[config.mk]
export PLATFORM = sky130hd
export DESIGN_NAME = dual_pwm_and_panel_enables
export DESIGN_NICKNAME = d
export VERILOG_FILES = /design/src/rtl/pwm_panel_pkg.sv /design/src/rtl/dual_pwm_and_panel_enables.sv
export SDC_FILE = /design/constraint.sdc
export NUM_CORES = 1
export LEC_CHECK = 0
export ABC_AREA = 0
export BUFFER_PORTS_ARGS = -buffer_cell sky130_fd_sc_hd__buf_2
export CORE_MARGIN = 10
export CORE_UTILIZATION = 62
export DETAILED_ROUTE_END_ITERATION = 7
export PLACE_DENSITY = 0.88
export SYNTH_ARGS = -nofsm -noshare
export SYNTH_HDL_FRONTEND = slang
export SYNTH_SLANG_ARGS = --single-unit
[constraint.sdc]
create_clock -name mclk_i -period 2.8 [get_ports mclk_i]
set_input_delay 0.14 -clock mclk_i [delete_from_list [all_inputs] [get_ports mclk_i]]
set_output_delay 0.14 -clock mclk_i [all_outputs]
set_load 0.1 [all_outputs]
[src/rtl/pwm_panel_pkg.sv]
// Purpose: constants shared by the dual pwm and panel enable block
// Assumes: byte-wide registers, one system clock at 100 MHz
// Notes: oscillator rate is reproduced by a fractional tick from mclk_i
package pwm_panel_pkg;
    localparam logic [7:0] OFS_PWM0_DIV = 8'h4B;
    localparam logic [7:0] OFS_PWM1_DIV = 8'h4C;
    localparam logic [7:0] OFS_PWM1_DUTY = 8'h4D;
    localparam logic [7:0] OFS_PWM0_DUTY = 8'h4E;
    localparam logic [7:0] OFS_BACKLIGHT = 8'h51;
    localparam logic [7:0] OFS_PANEL = 8'h52;
    localparam logic [7:0] RST_REG = 8'h00;
    localparam logic [7:0] RST_OFS = 8'h00;
    localparam int ENABLE_BIT = 7;
    localparam int PIN_BIT = 0;
    localparam logic [7:0] DUTY_WRAP = 8'hFF;
    localparam logic [7:0] DUTY_ZERO = 8'h00;
    localparam logic [6:0] PRE_ZERO = 7'h00;
    localparam int MCLK_MHZ = 100;
    localparam int OSC_MHZ = 6;
    localparam logic [6:0] ACC_STEP = 7'(OSC_MHZ);
    localparam logic [6:0] ACC_WRAP = 7'(MCLK_MHZ);
    localparam logic [6:0] ACC_ZERO = 7'h00;
endpackage

[src/rtl/dual_pwm_and_panel_enables.sv]
// Purpose: two pwm channels plus backlight and panel enable pins
// Assumes: register port is the byte side of the serial management slave
// Notes: duty uses the comparator form, high while count is below threshold
`timescale 1ns/1ns

module pwm_channel (
    input wire logic mclk_i,
    input wire logic nrst_i,
    input wire logic tick_i,
    input wire logic [7:0] ctrl_i,
    input wire logic [7:0] duty_i,
    output logic pwm_o
);
    logic en_s, next_en_s;
    logic [6:0] div_s, next_div_s;
    logic [7:0] duty_s, next_duty_s;
    logic [6:0] pre_cnt, next_pre_cnt;
    logic [7:0] duty_cnt, next_duty_cnt;
    logic [7:0] duty_act, next_duty_act;
    logic next_pwm;

    always_comb begin
        next_en_s = en_s;
        next_div_s = div_s;
        next_duty_s = duty_s;
        next_pre_cnt = pre_cnt;
        next_duty_cnt = duty_cnt;
        next_duty_act = duty_act;
        // settings cross into the oscillator timebase only on its tick
        if (tick_i) begin
            next_en_s = ctrl_i[pwm_panel_pkg::ENABLE_BIT];
            next_div_s = ctrl_i[6:0];
            next_duty_s = duty_i;
        end
        if (!en_s) begin
            next_pre_cnt = pwm_panel_pkg::PRE_ZERO;
            next_duty_cnt = pwm_panel_pkg::DUTY_ZERO;
            // disabled: threshold passes straight through so the first period after enable is whole
            next_duty_act = duty_s;
        end else if (tick_i) begin
            if (pre_cnt >= div_s) begin
                // zero divider lands here every tick, bypassing the prescaler
                next_pre_cnt = pwm_panel_pkg::PRE_ZERO;
                next_duty_cnt = duty_cnt + 8'h01;
                if (duty_cnt == pwm_panel_pkg::DUTY_WRAP) begin
                    next_duty_act = duty_s;
                end
            end else begin
                next_pre_cnt = pre_cnt + 7'h01;
            end
        end
        // comparator form: 0x00 never goes high, 0xFF leaves one low count per period
        next_pwm = en_s && (duty_cnt < duty_act);
    end

    always_ff @(posedge mclk_i or negedge nrst_i) begin
        if (!nrst_i) begin
            en_s <= 1'b0;
            div_s <= pwm_panel_pkg::PRE_ZERO;
            duty_s <= pwm_panel_pkg::DUTY_ZERO;
            pre_cnt <= pwm_panel_pkg::PRE_ZERO;
            duty_cnt <= pwm_panel_pkg::DUTY_ZERO;
            duty_act <= pwm_panel_pkg::DUTY_ZERO;
            pwm_o <= 1'b0;
        end else begin
            en_s <= next_en_s;
            div_s <= next_div_s;
            duty_s <= next_duty_s;
            pre_cnt <= next_pre_cnt;
            duty_cnt <= next_duty_cnt;
            duty_act <= next_duty_act;
            pwm_o <= next_pwm;
        end
    end
endmodule

// Summary of operation
// - Two independent pwm channels cover about 183 Hz to 23.4 kHz with 1/256 duty steps.
// - Both channels count on a 6 MHz oscillator timebase, not on the host bus timing.
// - The 7-bit prescaler counts 0 to the divider value, so the tick rate is base over divider plus one.
// - A divider of zero passes the base tick straight through.
// - The 8-bit duty counter runs 0x00 to 0xFF and wraps, 256 prescaled ticks per period.
// - Output is high while the duty counter is below the threshold and low otherwise.
// - The table's plus-one duty form conflicts with the comparator; the comparator form is used.
// - Bit 7 of each divider register enables its channel and resets to 0.
// - Duty writes are taken while the channel runs, without disabling it.
// - Bit 0 of the backlight register drives the backlight enable pin.
// - Bit 0 of the panel register drives the panel enable pin.
// - After reset both enable pins are low and their registers are zero.
// - A read returns the register at the offset last written, in a combined transfer.
module dual_pwm_and_panel_enables (
    input wire logic mclk_i,
    input wire logic nrst_i,
    input wire logic reg_ofs_wr_i,
    input wire logic reg_wr_i,
    input wire logic reg_rd_i,
    input wire logic [7:0] reg_data_i,
    output logic [7:0] reg_rdata_o,
    output logic pwm0_o,
    output logic pwm1_o,
    output logic backlight_enable_pin_o,
    output logic panel_enable_pin_o
);
    logic [7:0] reg_ofs, next_reg_ofs;
    logic [7:0] pwm0_divider_ctrl, next_pwm0_divider_ctrl;
    logic [7:0] pwm1_divider_ctrl, next_pwm1_divider_ctrl;
    logic [7:0] pwm0_duty_threshold, next_pwm0_duty_threshold;
    logic [7:0] pwm1_duty_threshold, next_pwm1_duty_threshold;
    logic [7:0] backlight_enable_out, next_backlight_enable_out;
    logic [7:0] panel_enable_out, next_panel_enable_out;
    logic [7:0] next_rdata;
    logic next_backlight_pin, next_panel_pin;
    logic [6:0] osc_acc, next_osc_acc;
    logic osc_tick, next_osc_tick;
    logic [7:0] read_mux;

    // fractional accumulator gives an average 6 MHz tick, with 16/17-cycle jitter
    always_comb begin
        next_osc_tick = 1'b0;
        next_osc_acc = osc_acc + pwm_panel_pkg::ACC_STEP;
        if (next_osc_acc >= pwm_panel_pkg::ACC_WRAP) begin
            next_osc_acc = next_osc_acc - pwm_panel_pkg::ACC_WRAP;
            next_osc_tick = 1'b1;
        end
    end

    always_comb begin
        case (reg_ofs)
            pwm_panel_pkg::OFS_PWM0_DIV: read_mux = pwm0_divider_ctrl;
            pwm_panel_pkg::OFS_PWM1_DIV: read_mux = pwm1_divider_ctrl;
            pwm_panel_pkg::OFS_PWM0_DUTY: read_mux = pwm0_duty_threshold;
            pwm_panel_pkg::OFS_PWM1_DUTY: read_mux = pwm1_duty_threshold;
            pwm_panel_pkg::OFS_BACKLIGHT: read_mux = backlight_enable_out;
            pwm_panel_pkg::OFS_PANEL: read_mux = panel_enable_out;
            // unmapped offsets read as zero so a burst across gaps stays harmless
            default: read_mux = pwm_panel_pkg::RST_REG;
        endcase
    end

    always_comb begin
        next_reg_ofs = reg_ofs;
        next_pwm0_divider_ctrl = pwm0_divider_ctrl;
        next_pwm1_divider_ctrl = pwm1_divider_ctrl;
        next_pwm0_duty_threshold = pwm0_duty_threshold;
        next_pwm1_duty_threshold = pwm1_duty_threshold;
        next_backlight_enable_out = backlight_enable_out;
        next_panel_enable_out = panel_enable_out;
        next_rdata = reg_rdata_o;
        if (reg_ofs_wr_i) begin
            next_reg_ofs = reg_data_i;
        end else if (reg_rd_i) begin
            next_rdata = read_mux;
            next_reg_ofs = reg_ofs + 8'h01;
        end else if (reg_wr_i) begin
            next_reg_ofs = reg_ofs + 8'h01;
            case (reg_ofs)
                pwm_panel_pkg::OFS_PWM0_DIV: next_pwm0_divider_ctrl = reg_data_i;
                pwm_panel_pkg::OFS_PWM1_DIV: next_pwm1_divider_ctrl = reg_data_i;
                pwm_panel_pkg::OFS_PWM0_DUTY: next_pwm0_duty_threshold = reg_data_i;
                pwm_panel_pkg::OFS_PWM1_DUTY: next_pwm1_duty_threshold = reg_data_i;
                pwm_panel_pkg::OFS_BACKLIGHT: next_backlight_enable_out = {7'h00, reg_data_i[0]};
                pwm_panel_pkg::OFS_PANEL: next_panel_enable_out = {7'h00, reg_data_i[0]};
                default: next_reg_ofs = reg_ofs + 8'h01;
            endcase
        end
        next_backlight_pin = backlight_enable_out[pwm_panel_pkg::PIN_BIT];
        next_panel_pin = panel_enable_out[pwm_panel_pkg::PIN_BIT];
    end

    always_ff @(posedge mclk_i or negedge nrst_i) begin
        if (!nrst_i) begin
            reg_ofs <= pwm_panel_pkg::RST_OFS;
            pwm0_divider_ctrl <= pwm_panel_pkg::RST_REG;
            pwm1_divider_ctrl <= pwm_panel_pkg::RST_REG;
            pwm0_duty_threshold <= pwm_panel_pkg::RST_REG;
            pwm1_duty_threshold <= pwm_panel_pkg::RST_REG;
            backlight_enable_out <= pwm_panel_pkg::RST_REG;
            panel_enable_out <= pwm_panel_pkg::RST_REG;
            reg_rdata_o <= pwm_panel_pkg::RST_REG;
            backlight_enable_pin_o <= 1'b0;
            panel_enable_pin_o <= 1'b0;
            osc_acc <= pwm_panel_pkg::ACC_ZERO;
            osc_tick <= 1'b0;
        end else begin
            reg_ofs <= next_reg_ofs;
            pwm0_divider_ctrl <= next_pwm0_divider_ctrl;
            pwm1_divider_ctrl <= next_pwm1_divider_ctrl;
            pwm0_duty_threshold <= next_pwm0_duty_threshold;
            pwm1_duty_threshold <= next_pwm1_duty_threshold;
            backlight_enable_out <= next_backlight_enable_out;
            panel_enable_out <= next_panel_enable_out;
            reg_rdata_o <= next_rdata;
            backlight_enable_pin_o <= next_backlight_pin;
            panel_enable_pin_o <= next_panel_pin;
            osc_acc <= next_osc_acc;
            osc_tick <= next_osc_tick;
        end
    end

    // divider changes on a running channel are not guarded; software disables first
    pwm_channel u_pwm0 (
        .mclk_i(mclk_i),
        .nrst_i(nrst_i),
        .tick_i(osc_tick),
        .ctrl_i(pwm0_divider_ctrl),
        .duty_i(pwm0_duty_threshold),
        .pwm_o(pwm0_o)
    );

    pwm_channel u_pwm1 (
        .mclk_i(mclk_i),
        .nrst_i(nrst_i),
        .tick_i(osc_tick),
        .ctrl_i(pwm1_divider_ctrl),
        .duty_i(pwm1_duty_threshold),
        .pwm_o(pwm1_o)
    );
endmodule

Word level (Yosys, flattened, before mapping)
Cells that the tools add are included.
{"block": "word_totals", "out_inout_bits": 12, "elab_cells": 94, "inputBits": 13, "reg_bits": 140}
{"block": "classes", "addsub": 7, "n_reduce_logical": 14, "n_eq_ne": 14, "order_cmp": 5, "n_bitwise": 2, "n_mux": 26}
{"cell": "8-bit 2-to-1 mux", "n": 17}
{"cell": "7-bit 2-to-1 mux", "n": 7}
{"cell": "8-bit by 7-bit equality test with 1-bit output (second input constant)", "n": 6}
{"cell": "8-bit one-hot mux with 6 select lines", "n": 1}
{"cell": "8-bit by 1-bit adder with 8-bit output (second input constant)", "n": 3}
{"cell": "4-bit AND reduction", "n": 6}
{"cell": "8-bit equality test (second input constant)", "n": 2}
{"cell": "8-bit less-than comparator", "n": 2}
{"cell": "7-bit by 1-bit adder with 7-bit output (second input constant)", "n": 2}
{"cell": "7-bit >= comparator", "n": 2}
{"cell": "2-bit inequality test (second input constant)", "n": 6}
{"cell": "7-bit by 3-bit adder with 7-bit output (second input constant)", "n": 1}
{"cell": "7-bit >= comparator (second input constant)", "n": 1}
{"cell": "7-bit subtractor (second input constant)", "n": 1}
{"cell": "2-bit AND reduction", "n": 3}
{"cell": "3-bit AND reduction", "n": 2}
{"cell": "3-bit nonzero test", "n": 1}
{"cell": "1-bit logical AND", "n": 2}
{"cell": "1-bit inverter", "n": 2}
{"cell": "1-bit 2-to-1 mux", "n": 1}

Longest topological paths before layout
Gate-level depths: netlist of run 1.
{"block": "depth", "ltp_word": 5, "mapped_depth": 8, "mapped_depth_nobuf": 7}

Cells and area by module
From an unflattened synthesis of run 1, not the netlist that was laid out.
{"block": "unflattened", "cells_unflattened": 639, "hier_area_um2": 6969.2}
{"mod": "pwm_channel", "n_inst": 2, "area_each_um2": 2067.0, "cells_per_inst": 199}
{"mod": "dual_pwm_and_panel_enables", "n_inst": 1, "area_each_um2": 2835.2, "cells_per_inst": 241}

Worst setup path before layout of run 1
OpenSTA, ideal clock, no wires.
{"block": "synth_path", "path_kind": "flip-flop to flip-flop", "startpoint": "reg u_pwm1.pre_cnt[6]", "endpoint": "reg u_pwm1.duty_act[0]", "setup_ns": 0.125, "path_slack_ns": 0.636, "required_ns": 2.675, "arrival_time_ns": 2.039, "path_stages_with_launch": 8, "path_cell_list": "dfrtp_1 ha_1 and3_4 a221o_1 a31oi_4 or3_1 buf_6 mux2_4"}
{"block": "synth_between", "elab_chain_len": 3}
{"item": "from (decl)", "line": "dual_pwm_and_panel_enables.sv:17", "text": "logic [6:0] pre_cnt, next_pre_cnt;"}
{"item": "from (signal assigned)", "line": "dual_pwm_and_panel_enables.sv:61", "text": "pre_cnt <= pwm_panel_pkg::PRE_ZERO;"}
{"item": "from (signal assigned)", "line": "dual_pwm_and_panel_enables.sv:69", "text": "pre_cnt <= next_pre_cnt;"}
{"item": "7-bit >= comparator", "line": "dual_pwm_and_panel_enables.sv:41", "text": "if (pre_cnt >= div_s) begin"}
{"item": "2-bit inequality test (no source line)"}
{"item": "3-bit AND reduction (no source line)"}
{"item": "to (signal assigned)", "line": "dual_pwm_and_panel_enables.sv:63", "text": "duty_act <= pwm_panel_pkg::DUTY_ZERO;"}
{"item": "to (signal assigned)", "line": "dual_pwm_and_panel_enables.sv:71", "text": "duty_act <= next_duty_act;"}
{"item": "to (decl)", "line": "dual_pwm_and_panel_enables.sv:19", "text": "logic [7:0] duty_act, next_duty_act;"}
Every way passes these cells.
A chain may end at the register's enable or synchronous reset.

Worst setup path after layout of run 1
{"block": "layout_path", "startpoint": "reg u_pwm1.pre_cnt[5]", "endpoint": "reg u_pwm1.duty_act[7]"}
Same word-level chain as after synthesis.

==> results.md, run 1 <==
- Top post-synthesis cells by count: 139 x dfrtp_1, 55 x o21ai_0, 53 x nand2_1
- Max-Cap Viols: 0
- Die Ht: 125 um
- Final setup TNS: 0 ns
- Crit Path Class: reg2reg
- Clock power frac: 48.6%
- Count leader, synth: dfrtp_1
- Main flop type after synthesis: dfrtp_1
- Overflow after GRT: 0
- Rows: 38
- First-pass GRT wire length: 25.7 mm
- Finished Core Util: 72.3%
- Boundary Pins: 25
- Setup repair bufs after CTS: 0
- Worst r2r src: u_pwm1.pre_cnt[5]
- Final RePlAce weighted congestion: 0.870
- RSZ-0062 raised after global routing: false
- Share of cells above drive strength 1: 21.0%
- Seq cells post-synth: 139
- RR Endpoint: u_pwm1.duty_act[7]
- Worst R2R Setup Slack: 0.43 ns
- Worst-Skew Late Latency: 0.54 ns
- Largest net degree at the start of global routing: 57
- Final period utilization: 84.5%
- Filler cells: 700
- Max FO, Critical Path: 8
- Max_slew headroom: 55.2%
- Sequential share of the synthesized area: 50.7%
- Fin nets: 701
- Pwr dens: 580 nW/um^2
- Diode count: 0
- CTS tree: built
- H-tree depth: 4
- DRT iter0 DRCs: 429
- Port bufs: 24
- Cell depth of the worst hold path: 3
- Post-synthesis cell type count: 61
- CP Data Required Time: 3.21 ns
- Tightest Pin Transition: 0.663 ns
- CTS Root Cell: clkbuf_8
- Hold crit path type: in2reg
- Comb power frac: 5.3%
- Fin Clk Skew: 0.00953 ns
- Final-report max-slew violation count: 0
- Gate Count Post-Synth: 610
- Reg clk slew, reported paths: 0.06 ns
- Router iterations before antenna repair: 6
- # resized after CTS: 0
- Initial Util: 63.3%
- Detailed Route WL: 15.0 mm
- Detail Route Antenna Nets: 0
- Most used routing layer in global routing: met2
- Post-Syn Nets: 662
- Leading area contributor after synthesis: dfrtp_1
- Worst VDD drop: 0.412 mV
- Final setup fails: 0
- Top cell type's share of synthesized area: 50.7%
- Fin Hold WS: 0.0158 ns
- Sw Ratio: 23.0%
- P&R area growth vs syn: 14.2%
- Die Footprint: 15700 sq um
- Via count of the routed design: 4884
- Die width: 125 um
- Core area: 10800 sq um
- Cell-internal power: 3.50 mW
- Syn avg cell area: 11.3 sq um
- WL/cell: 18.7 um
- Met1 usage: 23.8%
- Crit path capture type: register
- M2 GR Usage: 33.1%
- Synth async-reset ratio: 100%
- Minimum clock period: 2.37 ns
- Grt met3 use: 5.24%
- Hold Path Sink: reg_ofs[0]
- Antenna violations before repair: 0
- Number of global-route vias before repair: 5100
- Max Clock Freq: 423 MHz
- Top cells by area, synth: dfrtp_1 51%, mux2_2 8.4%, ha_1 7.1%, o21ai_0 4.0%, mux2_4 3.5%
- Vias per cell: 6.09
- YS warnings: 0
- HP Start: reg_ofs_wr_i
- Sw power: 1.05 mW
- Hpwl dp: 10.1 mm
- CTS Sinks: 139
- P_leak: 3.62 nW
- Max Root-Sink Buffers: 2
- Worst setup SP type: register
- Path depth of the worst reg2reg path: 6
- CTS Buf Count: 17
- Netlist Area Pre-Place: 6870 sq um
- Outcome: completed
- WP data arrival: 2.78 ns
- Global-route usage over all layers: 19.9%
- EDFF count, synth: 0
- Seq pwr share: 46.1%
- Final hold violations: 0
- # hold bufs at CTS: 15
- DRC viols: 0
==> placed cells by master (no fill, tap or decap), drive strengths merged, types with 2 or more instances in the layout <==
| cell | n |
|---|---|
| nand4 | 4 |
| and4 | 3 |
| a31oi | 7 |
| o221ai | 2 |
| buf | 29 |
| nor4b | 2 |
| nand3 | 17 |
| a41oi | 2 |
| mux2i | 4 |
| a222oi | 8 |
| and3 | 7 |
| nand3b | 5 |
| xor2 | 13 |
| nor2 | 25 |
| clkbuf | 22 |
| nand2b | 10 |
| o31ai | 6 |
| a21o | 5 |
| clkinv | 5 |
| nor2b | 3 |
| xnor2 | 6 |
| mux2 | 68 |
| o21ai | 56 |
| clkinvlp | 3 |
| a211o | 2 |
| or2b | 4 |
| or3 | 5 |
| a211oi | 2 |
| a21oi | 26 |
| ha | 39 |
| nand2 | 56 |
| o2111ai | 4 |
| dlygate4sd3 | 15 |
| dfrtp | 139 |
| bufinv | 2 |
| inv | 39 |
| o211ai | 2 |
==> per-layer routing <==
| layer | wire (um) | vias up | part of all wire [%] |
|---|---|---|---|
| met2 | 7690 | 145 | 51 |
| met5 | 0 | - | 0 |
| met4 | 408 | 0 | 2.7 |
| li1 | - | 2258 | - |
| met1 | 6320 | 2441 | 42 |
| met3 | 613 | 40 | 4.1 |
==> critical path: stages, from the launching register on <==
cell and delay, ns:
dfrtp_1 0.41, ha_1 0.35, and3_4 0.18, a221o_1 0.38
a31oi_4 0.16, or3_1 0.43, mux2_4 0.34
==> cell type report <==
cell class / instances / area (sq um) / share of cell area [%]
Multi-Input combinational cell: 408 / 3130 / 39.9
Tap cell: 140 / 175 / 2.23
Sequential cell: 139 / 3480 / 44.4
Timing Repair Buffer: 44 / 327 / 4.16
Inverter: 39 / 146 / 1.87
Clock inverter: 10 / 115 / 1.47
Clock buffer: 22 / 473 / 6.03
==> how the worst max path moves through the flow <==
| stage | start | end | slack [ns] | cells after the start |
|---|---|---|---|---|
| 6_report | u_pwm1.pre_cnt[5] | u_pwm1.duty_act[7] | 0.43 | 6 |
| 5_1_grt | u_pwm1.pre_cnt[5] | u_pwm1.duty_act[7] | 0.35 | 6 |
| 4_1_cts | u_pwm1.pre_cnt[4] | u_pwm1.duty_act[7] | 0.44 | 6 |
| 3_5_place_dp | u_pwm1.pre_cnt[6] | u_pwm1.duty_act[4] | 0.46 | 6 |
| 3_3_place_gp | u_pwm1.pre_cnt[4] | u_pwm1.duty_act[7] | 0.54 | 6 |
| 2_1_floorplan | u_pwm1.pre_cnt[6] | u_pwm1.duty_act[0] | 0.64 | 7 |
==> logic make-up after synthesis <==
group	share of synthesized area, %
compound gates	12.1
xor+xnor	2.42
fa+ha+maj	7.11
buf+inv	3.83
flops	50.7
mux	12.6
simple gates	11.3
==> metrics by stage <==
step	power, mW	std cells	worst slack (ns)	cell area [sq um]
2_1_floorplan	2.25	610	0.636	6870
3_3_place_gp	2.34	755	0.539	7100
3_5_place_dp	2.35	755	0.461	7100
4_1_cts	4.56	802	0.442	7840
5_1_grt	4.68	802	0.351	7840
6_report	4.55	802	0.434	7840
==> power by group through the flow <==
stage          logic (mW)  registers [mW]  clock network [mW]
3_3_place_gp        0.212            2.13                   0
5_1_grt             0.267            2.10                2.32
6_report            0.242            2.10                2.21
3_5_place_dp        0.222            2.13                   0
4_1_cts             0.241            2.09                2.23
2_1_floorplan       0.130            2.12                   0
Note: power is estimated with default switching activity, not from simulation.
==> inputs of run 2 (changes only) <==
CORE_UTILIZATION = 56   (was 62)
PLACE_DENSITY = 0.84   (was 0.88)
clock period = 1.9 ns   (was 2.8 ns; I/O delays follow)
==> results.md, run 2 (synthesis results as in run 1) <==
- Outcome: finished with violations (was completed)
- Failing checks: setup timing
- Worst VDD drop: 0.692 mV (was 0.412 mV)
- Tightest Pin Transition: 0.526 ns (was 0.663 ns)
- Overflow after GRT: 0 (unchanged)
- Sw Ratio: 22.7% (was 23.0%)
- Via count of the routed design: 5184 (was 4884)
- Fin Hold WS: 0.0121 ns (was 0.0158 ns)
- Antenna violations before repair: 0 (unchanged)
- Cell-internal power: 5.15 mW (was 3.50 mW)
- CTS Sinks: 139 (unchanged)
- Cell depth of the worst hold path: 3 (unchanged)
- Number of global-route vias before repair: 5407 (was 5100)
- Die width: 131 um (was 125 um)
- Global-route usage over all layers: 20.3% (was 19.9%)
- WP data arrival: 2.42 ns (was 2.78 ns)
- Detail Route Antenna Nets: 0 (unchanged)
- Minimum clock period: 2.12 ns (was 2.37 ns)
- DRT iter0 DRCs: 544 (was 429)
- Dpl cell area: 7470 sq um (was 7100 sq um)
- Max_slew headroom: 65.0% (was 55.2%)
- CTS tree: built (unchanged)
- Seq pwr share: 46.3% (was 46.1%)
- HP Start: reg_data_i[0] (was reg_ofs_wr_i)
- Most frequent cells in the layout: 137 x dfrtp_1, 61 x buf_4, 53 x o21ai_0, 53 x nand2_1, 51 x mux2_2 (was 138 x dfrtp_1, 55 x o21ai_0, 53 x nand2_1)
- Fin Clk Skew: 0.00810 ns (was 0.00953 ns)
- Worst r2r src: u_pwm1.div_s[6] (was u_pwm1.pre_cnt[5])
- Port bufs: 24 (unchanged)
- Die Footprint: 17100 sq um (was 15700 sq um)
- Final Cell Area: 8430 sq um (was 7840 sq um)
- Final hold violations: 0 (unchanged)
- Rows: 40 (was 38)
- Final period utilization: 112% (was 84.5%)
- FF+latch area: 3480 sq um (about the same)
- Max Clock Freq: 471 MHz (was 423 MHz)
- Multi-input gate area: 3350 sq um (was 3130 sq um)
- Hold Path Sink: reg_ofs[0] (unchanged)
- Die Ht: 131 um (was 125 um)
- DRC viols: 0 (unchanged)
- Diode count: 0 (unchanged)
- Hold crit path type: in2reg (unchanged)
- Clock power frac: 47.6% (was 48.6%)
- Crit path capture type: register (unchanged)
- Final worst setup slack: -0.225 ns (was 0.434 ns)
- Comb power frac: 6.2% (was 5.3%)
- Final-report max-slew violation count: 0 (unchanged)
- Most common cell after layout, fill and taps aside: dfrtp_1 (unchanged)
- Final RePlAce weighted congestion: 0.881 (was 0.870)
- CTS Root Cell: clkbuf_16 (was clkbuf_8)
- Crit Path Class: reg2reg (unchanged)
- Final setup fails: 23 (was 0)
- Router iterations before antenna repair: 6 (unchanged)
- Reg clk slew, reported paths: 0.06 ns (about the same)
- CP Data Required Time: 2.20 ns (was 3.21 ns)
- Hpwl dp: 10.5 mm (was 10.1 mm)
- RR Endpoint: u_pwm1.duty_act[5] (was u_pwm1.duty_act[7])
- Share of cells above drive strength 1: 33.0% (was 21.0%)
- Worst R2R Setup Slack: -0.22 ns (was 0.43 ns)
- Pwr dens: 791 nW/um^2 (was 580 nW/um^2)
- Max-Cap Viols: 0 (unchanged)
- Initial Util: 57.2% (was 63.3%)
- Detailed Route WL: 16.7 mm (was 15.0 mm)
- Sw power: 1.52 mW (was 1.05 mW)
- Path depth of the worst reg2reg path: 8 (was 6)
- Vias per cell: 6.03 (was 6.09)
- RSZ-0062 raised after global routing: true (was false)
- Core area: 12000 sq um (was 10800 sq um)
- Max Root-Sink Buffers: 2 (unchanged)
- P&R area growth vs syn: 22.8% (was 14.2%)
- Filler cells: 749 (was 700)
- Boundary Pins: 25 (unchanged)
- H-tree depth: 4 (unchanged)
- WL/cell: 19.4 um (was 18.7 um)
- Max FO, Critical Path: 8 (unchanged)
- Largest net degree at the start of global routing: 65 (was 57)
- CTS Buf Count: 17 (unchanged)
- First-pass GRT wire length: 27.2 mm (was 25.7 mm)
- Worst setup SP type: register (unchanged)
- Fin nets: 752 (was 701)
- Worst-Skew Late Latency: 0.42 ns (was 0.54 ns)
- P_leak: 3.89 nW (was 3.62 nW)
[run 2: timing repair]
item | 4_1_cts | 5_1_grt
endpoints found under the setup margin | 34 | 75
resized for setup | 14 | 35
pin swaps | 11 | 13
endpoints found under the hold margin | 48 | 0
hold buffers | 5 | 0
setup buffers | 6 | 9
[run 2: worst max path at each step]
stage | startpoint | to | slack (ns) | depth (start not counted)
floorplan | u_pwm1.pre_cnt[6] | u_pwm1.duty_act[0] | -0.22 | 7
global placement | u_pwm1.div_s[6] | u_pwm1.duty_act[7] | -0.17 | 8
detailed placement | u_pwm1.pre_cnt[6] | u_pwm1.duty_act[5] | -0.20 | 7
CTS | u_pwm1.pre_cnt[6] | u_pwm1.duty_act[5] | -0.18 | 7
global route | u_pwm1.div_s[6] | u_pwm1.duty_act[6] | -0.27 | 8
finish | u_pwm1.div_s[6] | u_pwm1.duty_act[5] | -0.22 | 8
[run 2: worst max-delay path, stage by stage (launching register included)]
cell and delay (ns):
dfrtp_1 0.37, inv_2 0.09, ha_4 0.21, and3_4 0.17
a221o_1 0.38, a31oi_4 0.17, or3_1 0.15, buf_6 0.15
mux2_4 0.31
[run 2: final cells by class]
class,count,share of cell area (%)
clock buffers,26,6.04
flip-flops and latches,139,41.3
repair buffers,95,8.29
well taps,147,2.18
clock inverters,6,0.712
inverters,39,1.74
multi-input cells,408,39.8
[run 2: power by group through the flow]
| stage | Sequential, mW | Combinational [mW] | Clock [mW] |
|---|---|---|---|
| finish | 3.08 | 0.412 | 3.17 |
| global route | 3.09 | 0.454 | 3.32 |
| CTS | 3.08 | 0.383 | 3.18 |
| detailed placement | 3.13 | 0.367 | 0 |
| global placement | 3.13 | 0.347 | 0 |
| floorplan | 3.12 | 0.192 | 0 |
[run 2: layer usage]
metal	GRT usage (%)	wire (um)
met3	4.88	919
met2	35.0	8440
met5	0	0
met4	8.50	526
met1	23.7	6830
[run 2: stage by stage]
stage | utilization [%] | setup TNS [ns] | setup slack, ns | cells | power [mW]
after floorplan | - | -2.28 | -0.218 | 610 | 3.32
after global placement | 62.2 | -2.26 | -0.168 | 809 | 3.47
after detailed placement | 62.2 | -3.47 | -0.204 | 809 | 3.50
after CTS | 68.3 | -2.69 | -0.182 | 852 | 6.64
after global routing | 70.2 | -4.30 | -0.273 | 860 | 6.86
final | 70.2 | -2.68 | -0.225 | 860 | 6.67
==> inputs of run 3 (changes only) <==
ABC_AREA = 1   (was 0)
PLACE_DENSITY = 0.76   (was 0.84)
==> results.md, run 3 <==
- Outcome: completed (was finished with violations)
- Final worst setup slack: 0.141 ns (was -0.225 ns)
- Final period utilization: 92.6% (was 112%)
- XOR/XNOR Fraction of Synth Area: 1.33% (was 2.42%)
- H-tree depth: 4 (unchanged)
- Seq cells post-synth: 139 (unchanged)
- CTS tree: built (unchanged)
- Top delay family on crit path: simple AND/OR/NAND/NOR gates (was compound AO/OA/AOI/OAI gates)
- Tightest Pin Transition: 0.678 ns (was 0.526 ns)
- Most common cell after layout, fill and taps aside: nand2_1 (was dfrtp_1)
- Diode count: 0 (unchanged)
- Die width: 134 um (was 131 um)
- Path depth of the worst reg2reg path: 8 (unchanged)
- Count leader, synth: nand2_1 (was dfrtp_1)
- Final RePlAce weighted congestion: 0.939 (was 0.881)
- CTS Sinks: 139 (unchanged)
- Hold crit path type: in2reg (unchanged)
- Share of cells above drive strength 1: 12.8% (was 33.0%)
- Largest family of logic cells by synthesized area: simple AND/OR/NAND/NOR gates (was multiplexers)
- Hpwl dp: 10.7 mm (was 10.5 mm)
- Top cells by area, synth: dfrtp_1 48%, nand2_1 13%, ha_1 6.7%, inv_1 5.4%, o21ai_1 3.9% (was dfrtp_1 51%, mux2_2 8.4%, ha_1 7.1%, o21ai_0 4.0%, mux2_4 3.5%)
- Most frequent cells in the layout: 251 x nand2_1, 139 x dfrtp_1, 105 x inv_1 (was 137 x dfrtp_1, 61 x buf_4, 53 x o21ai_0, 53 x nand2_1, 51 x mux2_2)
- Vias per cell: 5.18 (was 6.03)
- Detailed Route WL: 15.3 mm (was 16.7 mm)
- Instance count on the critical path: 8 (unchanged)
- Mux share of post-synthesis cell area: 0% (was 12.6%)
- Die Ht: 134 um (was 131 um)
- WP data arrival: 2.06 ns (was 2.42 ns)
- Dpl ws: 0.103 ns (was -0.204 ns)
- Max FO, Critical Path: 18 (was 8)
- Worst VDD drop: 0.953 mV (was 0.692 mV)
- M1 WL: 7.19 mm (was 6.83 mm)
- Leading area contributor after synthesis: dfrtp_1 (unchanged)
- Top post-synthesis cells by count: 251 x nand2_1, 139 x dfrtp_1, 105 x inv_1 (was 139 x dfrtp_1, 55 x o21ai_0, 53 x nand2_1)
- Synth async-reset ratio: 100% (unchanged)
- Global-route usage over all layers: 17.5% (was 20.3%)
- Max_slew headroom: 54.8% (was 65.0%)
- Crit-path most repeated cell: nand2_1
- Via count of the routed design: 5715 (was 5184)
- WL/cell: 13.9 um (was 19.4 um)
- Routed met2 length: 7.33 mm (was 8.44 mm)
- Largest net degree at the start of global routing: 62 (was 65)
- Final hold violations: 0 (unchanged)
- CP Data Required Time: 2.20 ns (about the same)
- DRT iter0 DRCs: 451 (was 544)
- Core area: 12700 sq um (was 12000 sq um)
- Syn avg cell area: 8.24 sq um (was 11.3 sq um)
- Max-Cap Viols: 0 (unchanged)
- Highest Signal Layer: met4 (unchanged)
- CP Cell Sequence: ha_1 -> nand2_1 -> o21ai_0 -> nand2_1 -> nand2_4 -> nand2_4 -> nand2_1 -> o21ai_1 (was inv_2 -> ha_4 -> and3_4 -> a221o_1 -> a31oi_4 -> or3_1 -> buf_6 -> mux2_4)
- Overflow after GRT: 0 (unchanged)
- Die Footprint: 17900 sq um (was 17100 sq um)
- Port bufs: 24 (unchanged)
- Final setup fails: 0 (was 23)
- RSZ-0062 raised after global routing: false (was true)
- Final setup TNS: 0 ns (was -2.68 ns)
- Bufs and invs on worst path: 0 (was 2)
- Cell depth of the worst hold path: 3 (unchanged)
- Met3 WL: 560 um (was 919 um)
- Number of global-route vias before repair: 5353 (was 5407)
- Minimum clock period: 1.76 ns (was 2.12 ns)
- Pwr dens: 837 nW/um^2 (was 791 nW/um^2)
- Finished Core Util: 64.9% (was 70.2%)
- CTS Buf Count: 17 (unchanged)
- Slowest stage cell on the critical path: dfrtp_1 (was a221o_1)
- Gate Count Post-Synth: 881 (was 610)
- Post-Syn Nets: 933 (was 662)
- Crit path capture type: register (unchanged)
- Synth Area in Compound Gates: 10.6% (was 12.1%)
- DRC viols: 0 (unchanged)
- Router iterations before antenna repair: 5 (was 6)
- First-pass GRT wire length: 25.7 mm (was 27.2 mm)
- Sequential share of the synthesized area: 47.9% (was 50.7%)
- Final-report max-slew violation count: 0 (unchanged)
- Worst-Skew Late Latency: 0.42 ns (about the same)
- Worst setup SP type: register (unchanged)
- Antenna violations before repair: 0 (unchanged)
- Boundary Pins: 25 (unchanged)
- Crit Path Class: reg2reg (unchanged)
- Max Clock Freq: 568 MHz (was 471 MHz)
- Detail Route Antenna Nets: 0 (unchanged)
- EDFF count, synth: 0 (unchanged)
- P&R area growth vs syn: 13.3% (was 22.8%)
- Netlist Area Pre-Place: 7260 sq um (was 6870 sq um)
- Top cell type's share of synthesized area: 47.9% (was 50.7%)
- Initial Util: 57.3% (was 57.2%)
- CTS Root Cell: clkbuf_16 (unchanged)
- YS warnings: 0 (unchanged)
- Fin Clk Skew: 0.00934 ns (was 0.00810 ns)
- Post-synthesis cell type count: 34 (was 61)
- P_leak: 4.17 nW (was 3.89 nW)
- Reg clk slew, reported paths: 0.06 ns (about the same)
- CP peak stage delay: 0.43 ns (was 0.38 ns)
- Post-synthesis simple-gate area fraction: 25.1% (was 11.3%)
- Adder-Cell Fraction of Synth Area: 6.72% (was 7.11%)
- Main flop type after synthesis: dfrtp_1 (unchanged)
- Rows: 41 (was 40)
- Max Root-Sink Buffers: 2 (unchanged)
- Fin nets: 971 (was 752)
==> run 3: tightest hold or removal path, cell delays in order <==
cell and delay, ns:
buf_2 0.09, o21ai_0 0.06, o22ai_1 0.14
==> run 3: final cells by class <==
class                      count  area [sq um]
fill                        1047          4450
sequential                   139          3480
multi-input combinational    603          3190
clock buffer                  18           439
inverter                     115           437
timing repair buffer          43           302
tap                          172           215
clock inverter                14           161
==> run 3: what timing repair did <==
| action | in CTS | in global routing |
|---|---|---|
| setup buffers | 0 | 7 |
| hold endpoints to repair | 59 | 0 |
| resized for setup | 0 | 2 |
| hold buffers | 3 | 0 |
| setup endpoints to repair | 0 | 23 |
==> run 3: path summary, 6_finish.rpt <==
path	startpoint	endpoint	slack, ns
setup / recovery	u_pwm1.pre_cnt[2]	u_pwm1.duty_cnt[0]	0.14
setup reg to reg	u_pwm1.pre_cnt[2]	u_pwm1.duty_cnt[0]	0.14
max in group asynchronous	nrst_i	u_pwm1.pwm_o	0.99
hold reg to reg	backlight_enable_out[0]	backlight_enable_pin_o	0.41
hold / removal	reg_data_i[2]	reg_ofs[2]	0.02
min in group asynchronous	nrst_i	u_pwm0.duty_cnt[7]	0.22
==> run 3: cells by family after synthesis <==
logic type | after synthesis
adders and majority gates | 39
AOI/OAI and AO/OA | 144
buffers and inverters | 139
and+or+nand+nor | 409
DFF | 139
xor gates and xnor gates | 11
==> run 3: where the power goes <==
| group | switching [mW] | internal (mW) | total [mW] |
|---|---|---|---|
| combinational | 0.317 | 0.126 | 0.443 |
| clock | 1.35 | 2.00 | 3.34 |
| sequential | 0.0611 | 3.03 | 3.09 |
==> run 3: through the flow <==
step	area, sq um	instances	hold slack [ns]	power [mW]
finish	8220	1104	0.0167	6.88
global route	8220	1104	0.0412	7.12
CTS	8160	1097	0.00296	6.93
detailed placement	7530	1062	0.122	3.58
global placement	7530	1062	0.117	3.57
floorplan	7260	881	-0.201	3.42
==> run 3: routing by layer <==
layer  global-route usage (%)  vias up
li1                         -     2938
met1                     22.7     2646
met2                     27.9      115
met3                     4.00       16
met4                     6.77        0
met5                        0        -
